==> config.mk <==
export PLATFORM = sky130hd
export DESIGN_NAME = irq_dispatch
export DESIGN_NICKNAME = d
export VERILOG_FILES = /design/src/irq_dispatch_pkg.sv /design/src/irq_context_store.sv /design/src/irq_dispatch.sv
export SDC_FILE = /design/constraint.sdc
export NUM_CORES = 1
export LEC_CHECK = 0
export ABC_AREA = 1
export BUFFER_PORTS_ARGS = -buffer_cell sky130_fd_sc_hd__buf_2
export CORE_AREA = 5 5 160 147
export CTS_BUF_LIST = sky130_fd_sc_hd__clkbuf_2 sky130_fd_sc_hd__clkbuf_4 sky130_fd_sc_hd__clkbuf_8
export DETAILED_ROUTE_END_ITERATION = 16
export DIE_AREA = 0 0 165 152
export HOLD_SLACK_MARGIN = 0.1
export PLACE_DENSITY_LB_ADDON = 0.3
export SYNTH_ARGS = -nofsm -noshare
export SYNTH_HDL_FRONTEND = slang
export SYNTH_SLANG_ARGS = --single-unit
==> constraint.sdc <==
create_clock -name clk -period 14.2 [get_ports clk]
set_clock_uncertainty 0.1 [all_clocks]
set_input_delay 2.84 -clock clk [delete_from_list [all_inputs] [get_ports clk]]
set_output_delay 2.84 -clock clk [all_outputs]
set_load 0.005 [all_outputs]
==> src/irq_dispatch_pkg.sv <==
// constants and types for the multi-vector interrupt dispatch block
// Operation
// - thirteen one-word vector locations in a contiguous area, one per source
// - on entry push program counter to return stack, load source vector
// - accumulator and sixteen working registers saved by hardware, restored on return
// - vectors ascend: wake, ext0, ext1, timers, adc, serial, msp, uart rx, tx
// - priority follows vector order, wake highest, uart transmit lowest
// - simultaneous requests served one at a time, highest priority first
// - requests during a routine are held, no pre-emption, served by priority
// - wake goes to first vector, external zero to the next
package irq_dispatch_pkg;

  localparam int          SRC_COUNT     = 13;
  localparam int          PC_WIDTH      = 13;
  localparam int          DATA_WIDTH    = 8;
  localparam int          WORK_REGS     = 16;
  localparam int          SRC_IDX_WIDTH = 4;
  localparam int          CTX_WIDTH     = DATA_WIDTH * (WORK_REGS + 1);

  // first vector location; source n sits at base plus n
  localparam logic [PC_WIDTH-1:0] VECTOR_BASE = 13'h0008;

  // source index order is vector order
  localparam logic [SRC_IDX_WIDTH-1:0] SRC_WAKE         = 4'h0;
  localparam logic [SRC_IDX_WIDTH-1:0] SRC_EXT_ZERO     = 4'h1;
  localparam logic [SRC_IDX_WIDTH-1:0] SRC_EXT_ONE      = 4'h2;
  localparam logic [SRC_IDX_WIDTH-1:0] SRC_TIMER_ZERO   = 4'h3;
  localparam logic [SRC_IDX_WIDTH-1:0] SRC_TC_A         = 4'h4;
  localparam logic [SRC_IDX_WIDTH-1:0] SRC_TC_B         = 4'h5;
  localparam logic [SRC_IDX_WIDTH-1:0] SRC_TC_C         = 4'h6;
  localparam logic [SRC_IDX_WIDTH-1:0] SRC_TIMER_ONE    = 4'h7;
  localparam logic [SRC_IDX_WIDTH-1:0] SRC_ADC          = 4'h8;
  localparam logic [SRC_IDX_WIDTH-1:0] SRC_SERIAL       = 4'h9;
  localparam logic [SRC_IDX_WIDTH-1:0] SRC_MASTER_SLAVE = 4'hA;
  localparam logic [SRC_IDX_WIDTH-1:0] SRC_UART_RX      = 4'hB;
  localparam logic [SRC_IDX_WIDTH-1:0] SRC_UART_TX      = 4'hC;

  typedef enum logic [2:0] {
    ST_IDLE    = 3'b001,
    ST_ENTER   = 3'b010,
    ST_SERVICE = 3'b100
  } dispatch_state_type;

endpackage

==> src/irq_context_store.sv <==
// one-entry context store for accumulator and working registers
`timescale 1ns/1ps
module irq_context_store
  import irq_dispatch_pkg::*;
(
  input  wire logic                 clk,
  input  wire logic                 sys_rst,
  input  wire logic                 save_strobe,
  input  wire logic [CTX_WIDTH-1:0] save_data,
  output logic      [CTX_WIDTH-1:0] load_data
);

  logic [CTX_WIDTH-1:0] ctx_reg;

  // no nesting, so a single slot is enough
  always_ff @(posedge clk or posedge sys_rst)
  begin
    if (sys_rst)
      ctx_reg <= '0;
    else if (save_strobe)
      ctx_reg <= save_data;
  end

  assign load_data = ctx_reg;

endmodule // irq_context_store

==> src/irq_dispatch.sv <==
// top of the multi-vector interrupt dispatch block
`timescale 1ns/1ps
module irq_dispatch
  import irq_dispatch_pkg::*;
(
  input  wire logic                  clk,
  input  wire logic                  sys_rst,
  input  wire logic [SRC_COUNT-1:0]  irq_request,
  input  wire logic                  instr_boundary,
  input  wire logic                  return_from_interrupt,
  input  wire logic [PC_WIDTH-1:0]   current_pc,
  input  wire logic [PC_WIDTH-1:0]   stack_top_pc,
  input  wire logic [DATA_WIDTH-1:0] accumulator,
  input  wire logic [DATA_WIDTH*WORK_REGS-1:0] working_regs,
  output logic                       stack_push,
  output logic [PC_WIDTH-1:0]        stack_push_pc,
  output logic                       stack_pop,
  output logic                       pc_load,
  output logic [PC_WIDTH-1:0]        pc_load_value,
  output logic                       ctx_restore,
  output logic [DATA_WIDTH-1:0]      accumulator_restore,
  output logic [DATA_WIDTH*WORK_REGS-1:0] working_regs_restore,
  output logic                       in_service,
  output logic [SRC_COUNT-1:0]       pending,
  output logic [SRC_IDX_WIDTH-1:0]   active_source
);

  // -----------------------------------------------------------------
  // arbitration
  // -----------------------------------------------------------------

  dispatch_state_type          state_reg;
  logic [SRC_COUNT-1:0]        pending_reg;
  logic [SRC_IDX_WIDTH-1:0]    winner_next;
  logic                        any_pending;
  logic [CTX_WIDTH-1:0]        ctx_saved;
  logic                        take_irq;
  logic                        ret_accept;
  dispatch_state_type          state_next;

  // lowest index wins; index order equals vector order
  function automatic logic [SRC_IDX_WIDTH-1:0] pick_highest(input logic [SRC_COUNT-1:0] req);
    logic [SRC_IDX_WIDTH-1:0] idx;
    idx = SRC_UART_TX;
    for (int i = SRC_COUNT - 1; i >= 0; i--)
      if (req[i])
        idx = SRC_IDX_WIDTH'(i);
    return idx;
  endfunction

  // vector is base plus source index, one word each
  function automatic logic [PC_WIDTH-1:0] vector_of(input logic [SRC_IDX_WIDTH-1:0] src);
    return VECTOR_BASE + PC_WIDTH'(src);
  endfunction

  assign winner_next = pick_highest(pending_reg);
  assign any_pending = |pending_reg;
  assign take_irq    = (state_reg == ST_IDLE) && any_pending && instr_boundary;

  // -----------------------------------------------------------------
  // pending flags
  // -----------------------------------------------------------------

  // requests latched and held pending
  // new request beats the clear of the serviced bit
  always_ff @(posedge clk or posedge sys_rst)
  begin
    if (sys_rst)
      pending_reg <= '0;
    else if (take_irq)
      pending_reg <= (pending_reg & ~(SRC_COUNT'(1) << winner_next)) | irq_request;
    else
      pending_reg <= pending_reg | irq_request;
  end

  // -----------------------------------------------------------------
  // sequencing
  // -----------------------------------------------------------------

  // a return counts only once the routine runs; an early one is dropped
  assign ret_accept = (state_reg == ST_SERVICE) && return_from_interrupt;

  // one routine at a time, re-arbitrate after return
  always_comb
  begin
    state_next = state_reg;
    case (state_reg)
      ST_IDLE:
      begin
        if (take_irq)
          state_next = ST_ENTER;
      end
      ST_ENTER:
      begin
        state_next = ST_SERVICE;
      end
      ST_SERVICE:
      begin
        if (ret_accept)
          state_next = ST_IDLE;
      end
      default:
      begin
        state_next = ST_IDLE;
      end
    endcase
  end

  always_ff @(posedge clk or posedge sys_rst)
  begin
    if (sys_rst)
      state_reg <= ST_IDLE;
    else
      state_reg <= state_next;
  end

  // -----------------------------------------------------------------
  // entry
  // -----------------------------------------------------------------

  always_ff @(posedge clk or posedge sys_rst)
  begin
    if (sys_rst)
    begin
      stack_push    <= 1'b0;
      stack_push_pc <= '0;
      active_source <= '0;
    end
    else
    begin
      stack_push <= take_irq;
      if (take_irq)
      begin
        stack_push_pc <= current_pc;
        active_source <= winner_next;
      end
    end
  end

  always_ff @(posedge clk or posedge sys_rst)
  begin
    if (sys_rst)
    begin
      pc_load       <= 1'b0;
      pc_load_value <= '0;
    end
    else
    begin
      pc_load <= take_irq || ret_accept;
      if (take_irq)
        pc_load_value <= vector_of(winner_next);
      else if (ret_accept)
        pc_load_value <= stack_top_pc;
    end
  end

  // -----------------------------------------------------------------
  // return
  // -----------------------------------------------------------------

  always_ff @(posedge clk or posedge sys_rst)
  begin
    if (sys_rst)
    begin
      stack_pop   <= 1'b0;
      ctx_restore <= 1'b0;
    end
    else
    begin
      stack_pop   <= ret_accept;
      ctx_restore <= ret_accept;
    end
  end

  // level stays up from entry until the return is accepted
  always_ff @(posedge clk or posedge sys_rst)
  begin
    if (sys_rst)
      in_service <= 1'b0;
    else
      in_service <= (state_next != ST_IDLE);
  end

  // visible copy trails the internal flags by one cycle
  always_ff @(posedge clk or posedge sys_rst)
  begin
    if (sys_rst)
      pending <= '0;
    else
      pending <= pending_reg;
  end

  // -----------------------------------------------------------------
  // context save
  // -----------------------------------------------------------------

  irq_context_store u_ctx (
    .clk         (clk),
    .sys_rst     (sys_rst),
    .save_strobe (take_irq),
    .save_data   ({accumulator, working_regs}),
    .load_data   (ctx_saved)
  );

  // restore values registered beside the pulse
  always_ff @(posedge clk or posedge sys_rst)
  begin
    if (sys_rst)
    begin
      accumulator_restore  <= '0;
      working_regs_restore <= '0;
    end
    else
    begin
      accumulator_restore  <= ctx_saved[CTX_WIDTH-1 -: DATA_WIDTH];
      working_regs_restore <= ctx_saved[DATA_WIDTH*WORK_REGS-1:0];
    end
  end

endmodule // irq_dispatch

* Word-level counts from Yosys, hierarchy flattened
Index checks and enable logic that the tools add are counted.
** Word-level totals
- Memories :: 0
- Input port bits :: 179
- RAM bits :: 0
- Bits in latches :: 0
- Memory bits (read-only) :: 0
- Flip-flop bits (word level) :: 335
- Output and inout bits :: 184
** Operators by class
- Div/mod/pow operators :: 0
- Equal/unequal tests :: 4
- Add/subtract/negate cells :: 1
- $lt $le $gt $ge :: 0
- Bitwise operators :: 4
- $mul :: 0
- Mux-type cells :: 18
- Reduce and logical (&&, ||, !) cells :: 6
- Shift operators :: 1
** Operators by type and width (count)
- $mux 4 :: 11
- $mux 13 :: 3
- $or 13x13->13 :: 2
- $and 13x13->13 :: 1
- $not 13->13 :: 1
- $reduce_or 13->1 :: 1
- $shl 1x4->13 const A :: 1
- $mux 3 :: 3
- $pmux 3 s3 :: 1
- $add 4x4->5 const A :: 1
- $eq 3x1->1 const B :: 1
- $eq 3x2->1 const B :: 1
- $eq 3x3->1 const B :: 1
- $logic_and 1x1->1 :: 3
- $ne 3x1->1 const B :: 1
- $reduce_bool 2->1 :: 1
- $logic_or 1x1->1 :: 1

* Longest topological paths before layout
- Depth after elaboration :: 17
- Mapped depth :: 15

* Cells and area by module
Synthesis repeated with hierarchy kept, for this count alone.
** Second synthesis, totals
- Cells, all modules :: 957
- Area, all modules :: 10981.8 um^2
** By module, submodules not included
- irq_dispatch :: seq. area each 4981.0 um^2, instances 1, area an instance 5890.6 um^2, cells an instance 382
- irq_context_store :: seq. area each 3403.3 um^2, instances 1, area an instance 5091.1 um^2, cells an instance 575

* Least setup slack after synthesis
No wires, ideal clock.
- Path kind :: input port to flip-flop
- From :: input port instr_boundary
- To :: register pending_reg[5]
- Data required time :: 13976 ps
- Arrival :: 3649 ps
- Slack :: 10327 ps
- Buffers on the path :: 0
- Stages :: 7
- Setup time :: 124 ps
- Cells stage by stage :: inv_1 nor4_2 nand2_2 nor2_1 nand2_1 nor3_1 o21bai_1
** Between the ends
- Cells in the longest elaborated chain, start to end :: 2
** RTL lines
- from (decl) :: line irq_dispatch.sv:9 : input wire logic instr_boundary,
- $logic_and 1x1->1 :: line irq_dispatch.sv:58 : assign take_irq = (state_reg == ST_IDLE) && any_pending && instr_boundary;
- $mux 13 :: line irq_dispatch.sv:70 : else if (take_irq)
- to (signal assigned) :: line irq_dispatch.sv:71 : pending_reg <= (pending_reg & ~(SRC_COUNT'(1) << winner_next)) | irq_request;
- to (signal assigned) :: line irq_dispatch.sv:73 : pending_reg <= pending_reg | irq_request;
- to (decl) :: line irq_dispatch.sv:33 : logic [SRC_COUNT-1:0] pending_reg;
No other way between the ends.
A chain may end at the register's enable or synchronous reset.

* Final worst setup path
- From :: input port instr_boundary
- To :: register pc_load_value[0]
** Between the ends
- Cells in the longest elaborated chain, start to end :: 2
** RTL lines
- $logic_and 1x1->1 (*) :: line irq_dispatch.sv:58
- $mux 13 or $reduce_bool 2->1 (tied branches)
- to (signal assigned) :: line irq_dispatch.sv:151 : pc_load_value <= vector_of(winner_next);
- to (signal assigned) :: line irq_dispatch.sv:153 : pc_load_value <= stack_top_pc;
- to (decl) :: line irq_dispatch.sv:19 : output logic [PC_WIDTH-1:0] pc_load_value,
Every way passes the cells marked *; elsewhere a longest branch is shown, timed or not.

==> results.yml <==
outcome:
  status: "complete, no violations"
timing:
  report.final.hold_viol_count: 0
  fin_hold_ws_ps: 270
  worst_slack_ps: 8360
  tns_ps: 0
  maxSlewViolCount: 0
  final_period_minus_worst_setup_slack_ps: 5840
  finalSetupViolations: 0
  achievable-frequency_mhz: 171
  portion_of_the_clock_cycle_consumed_by_the_worst_path_in_the_final_layout_pct: 41.1
  setup_repair_after_global_routing_missed_its_margin: "no"
  max-slew-margin-rel_pct: 22.9
  max_slew.worst_pin.slew_ps: 1160
grt:
  grtUsageTotal_pct: 20.7
  globalRoute.totalOverflow: 0
  pin_count_of_the_biggest_net_entering_global_routing: 160
  grt_pass1_vias: 7955
  grt_first_pass_wirelength_um: 41100
  antenna_found_initial: 4
critical_path:
  slowest_stage: "sky130_fd_sc_hd__inv_4"
  timing.critical_path.mode_cell: "sky130_fd_sc_hd__nand3_1"
  timing.critical_path.max_delay_family: "buffers and inverters"
  critPathKind: "primary input to register"
  arrival_ps: 6220
  type_of_element_launching_the_critical_path: "primary input"
  worst_stage_delay_on_the_critical_path_ps: 900
  critical_path.endpoint_type: "register"
  crit_buf_inv: 4
  worstPathCellList: "buf_2, inv_1, nor4_2, nand2_8, inv_4, buf_4, nand3_1, nand3_1"
  crit_fanout: 159
  worstPathRequired_ps: 14580
logic_synthesis:
  syn_avg_cell_area_um2: 11.6
  synth_area_leaders: "sky130_fd_sc_hd__dfrtp_1, sky130_fd_sc_hd__nand2_1, sky130_fd_sc_hd__buf_6, sky130_fd_sc_hd__inv_1, sky130_fd_sc_hd__buf_4"
  dominant_combinational_cell_family_by_area_after_synthesis: "simple AND/OR/NAND/NOR gates"
  synth_seq_area_share_pct: 75.8
  synthesis.yosys.warnings: 0
  synth_cell_type_count: 22
  yosys.area.top_type: "sky130_fd_sc_hd__dfrtp_1"
  synth_simple_gate_area_share_pct: 18.2
  async_set_reset_flop_share_out_of_synthesis_pct: 100
  yosys.area_share.xor_xnor_pct: 0
  synthesized_flop_and_latch_total: 335
  synth_adder_area_share_pct: 0
  synthesis.nets: 1135
  synth.cell_area_um2: 11100
  yosys.cell_count.top_type: "sky130_fd_sc_hd__nand2_1"
  synthMuxAreaShare_pct: 0
  synthCells: 956
  leading_cell_types_by_count_after_synthesis: "sky130_fd_sc_hd__nand2_1, sky130_fd_sc_hd__dfrtp_1, sky130_fd_sc_hd__inv_1"
  dominantRegCellSynth: "sky130_fd_sc_hd__dfrtp_1"
  synth-compound-area-share_pct: 1.56
  synth_enable_flop_cells: 0
  yosys.area.top_type_share_pct: 75.5
layout:
  syn_to_final_growth_pct: 27.3
  stdcell_area_um2: 14100
  largest_register_ff_count: 136
  drive_above_1_share_pct: 33.9
  finish.net_count: 1518
clock_network:
  max-clock-path-buffers: 3
  cts_max_level: 2
  post_cts_setup_buffer_count: 0
  tritoncts: "built"
  clk_transition_reported_paths_ps: 60
  cts.repair.resized: 0
  cts.sink_count: 335
  cts.hold.buffers_added: 0
  clkLatencyLatePin_ps: 550
  clock-root-buffer: "sky130_fd_sc_hd__clkbuf_8"
  number_of_buffers_added_by_the_clock_tree_synthesis_step: 52
die:
  die_height_um: 152
  design.die.area_um2: 25100
  io_pins: 363
  initial_cell_density_of_the_core_pct: 50.6
  rows: 52
  core_um2: 21900
  floorplan.die.width_um: 165
placed_design:
  place_area_um2: 13000
  gp_routability_congestion: 0.835
  dpl_worst_slack_ps: 7920
  buffer_ports.inserted: 362
  post-dp-hpwl_um: 17600
route:
  detail_route.wl_per_cell_um: 15.5
  dr.first_iter.drc_count: 595
  totalWireLength_um: 26000
  detailroute.via_count: 7822
  viasPerCell: 4.68
  antenna_violating_nets_post_route: 0
  first_pass_iters: 5
  remaining_drc_errors: 0
pwr:
  net_sw_share_pct: 30.2
  static-leakage-power_nw: 7.94
  vdd.ir_drop.worst_mv: 0.210
  power_density_nw_per_um2: 217
  total_power_mw: 3.05
  power.sequential.fraction_pct: 50.0
  power.internal_mw: 2.13
  p_clk_share_pct: 27.3
  power_frac_comb_pct: 22.6
  power_switching_mw: 0.923
worst_hold_path:
  worstHoldPathType: "register to register"
job:
  max-cap-violations: 0
[per-layer routing]
metal	up-vias	wire length (um)	part of all wire [%]	track usage, %
met1	3756	10100	39	26.4
li1	3694	-	-	-
met5	-	27	0.10	0
met4	4	869	3.3	8.55
met3	67	2210	8.5	6.34
met2	301	12800	49	33.2
[worst paths after layout]
check                                                startpoint                                  to  slack [ps]  cells past startpoint
worst max-delay path                             instr_boundary        pc_load_value[0]$_DFFE_PP0P_        8360                      8
worst min-delay path            u_ctx.load_data[77]$_DFFE_PP0P_  working_regs_restore[77]$_DFF_PP0_         270                      0
worst max register to register           state_reg[0]$_DFF_PP1_        pc_load_value[0]$_DFFE_PP0P_       10080                      7
worst min register to register  u_ctx.load_data[77]$_DFFE_PP0P_  working_regs_restore[77]$_DFF_PP0_         270                      0
max in group asynchronous                               sys_rst    u_ctx.load_data[131]$_DFFE_PP0P_       10120                      3
min in group asynchronous                               sys_rst  working_regs_restore[95]$_DFF_PP0_        2390                      2
[worst register-to-register path: stages (launching register included)]
cell	delay, ps
sky130_fd_sc_hd__dfstp_2	550
sky130_fd_sc_hd__inv_1	60
sky130_fd_sc_hd__nor4_2	450
sky130_fd_sc_hd__nand2_8	510
sky130_fd_sc_hd__inv_4	1200
sky130_fd_sc_hd__buf_4	820
sky130_fd_sc_hd__nand3_1	260
sky130_fd_sc_hd__nand3_1	110
[final cells by class]
type	instances	area, um^2
diodes	2	5.00
clock buffers	83	1060
clock inverters	6	63.8
fillers	1785	7780
inverters	38	153
multi-input cells	546	2200
flip-flops and latches	335	8380
well taps	297	372
repair buffers	366	1840
[cells in the final DEF (no fill, tap or decap), types with 2 or more instances in the layout]
cell / count
sky130_fd_sc_hd__nand4_1: 4
sky130_fd_sc_hd__diode_2: 2
sky130_fd_sc_hd__dfrtp_1: 334
sky130_fd_sc_hd__a22oi_1: 10
sky130_fd_sc_hd__nor2_2: 2
sky130_fd_sc_hd__nand3_1: 11
sky130_fd_sc_hd__clkinvlp_4: 2
sky130_fd_sc_hd__inv_2: 3
sky130_fd_sc_hd__buf_2: 362
sky130_fd_sc_hd__nor3_1: 5
sky130_fd_sc_hd__clkbuf_8: 70
sky130_fd_sc_hd__clkbuf_4: 13
sky130_fd_sc_hd__inv_1: 33
sky130_fd_sc_hd__nand2_1: 488
sky130_fd_sc_hd__buf_4: 4
sky130_fd_sc_hd__o21ai_0: 2
sky130_fd_sc_hd__clkinv_2: 2
sky130_fd_sc_hd__o21bai_1: 10
sky130_fd_sc_hd__nor2_1: 8
[kinds of logic (layout without fill, tap and decap cells)]
logic type             count (synthesis)  in the layout
and+or+nand+nor                      522            522
AOI/OAI and AO/OA                     24             24
other                                  0              2
buffers and inverters                 75            493
DFF                                  335            335
[per-stage QoR]
stage	utilization [%]	cells
after global placement	59.2	1582
after detailed placement	59.2	1582
final	64.4	1673
after global routing	64.4	1673
after floorplan	-	956
after CTS	64.4	1671
[power groups by stage]
stage | Combinational, mW | Clock, mW | Sequential (mW)
2_1_floorplan | 0.372 | 0 | 1.54
3_5_place_dp | 0.703 | 0 | 1.54
4_1_cts | 0.707 | 0.853 | 1.53
6_report | 0.692 | 0.835 | 1.53
5_1_grt | 0.790 | 0.903 | 1.57
3_3_place_gp | 0.682 | 0 | 1.53
No activity file was read; power rests on OpenSTA's default activity.
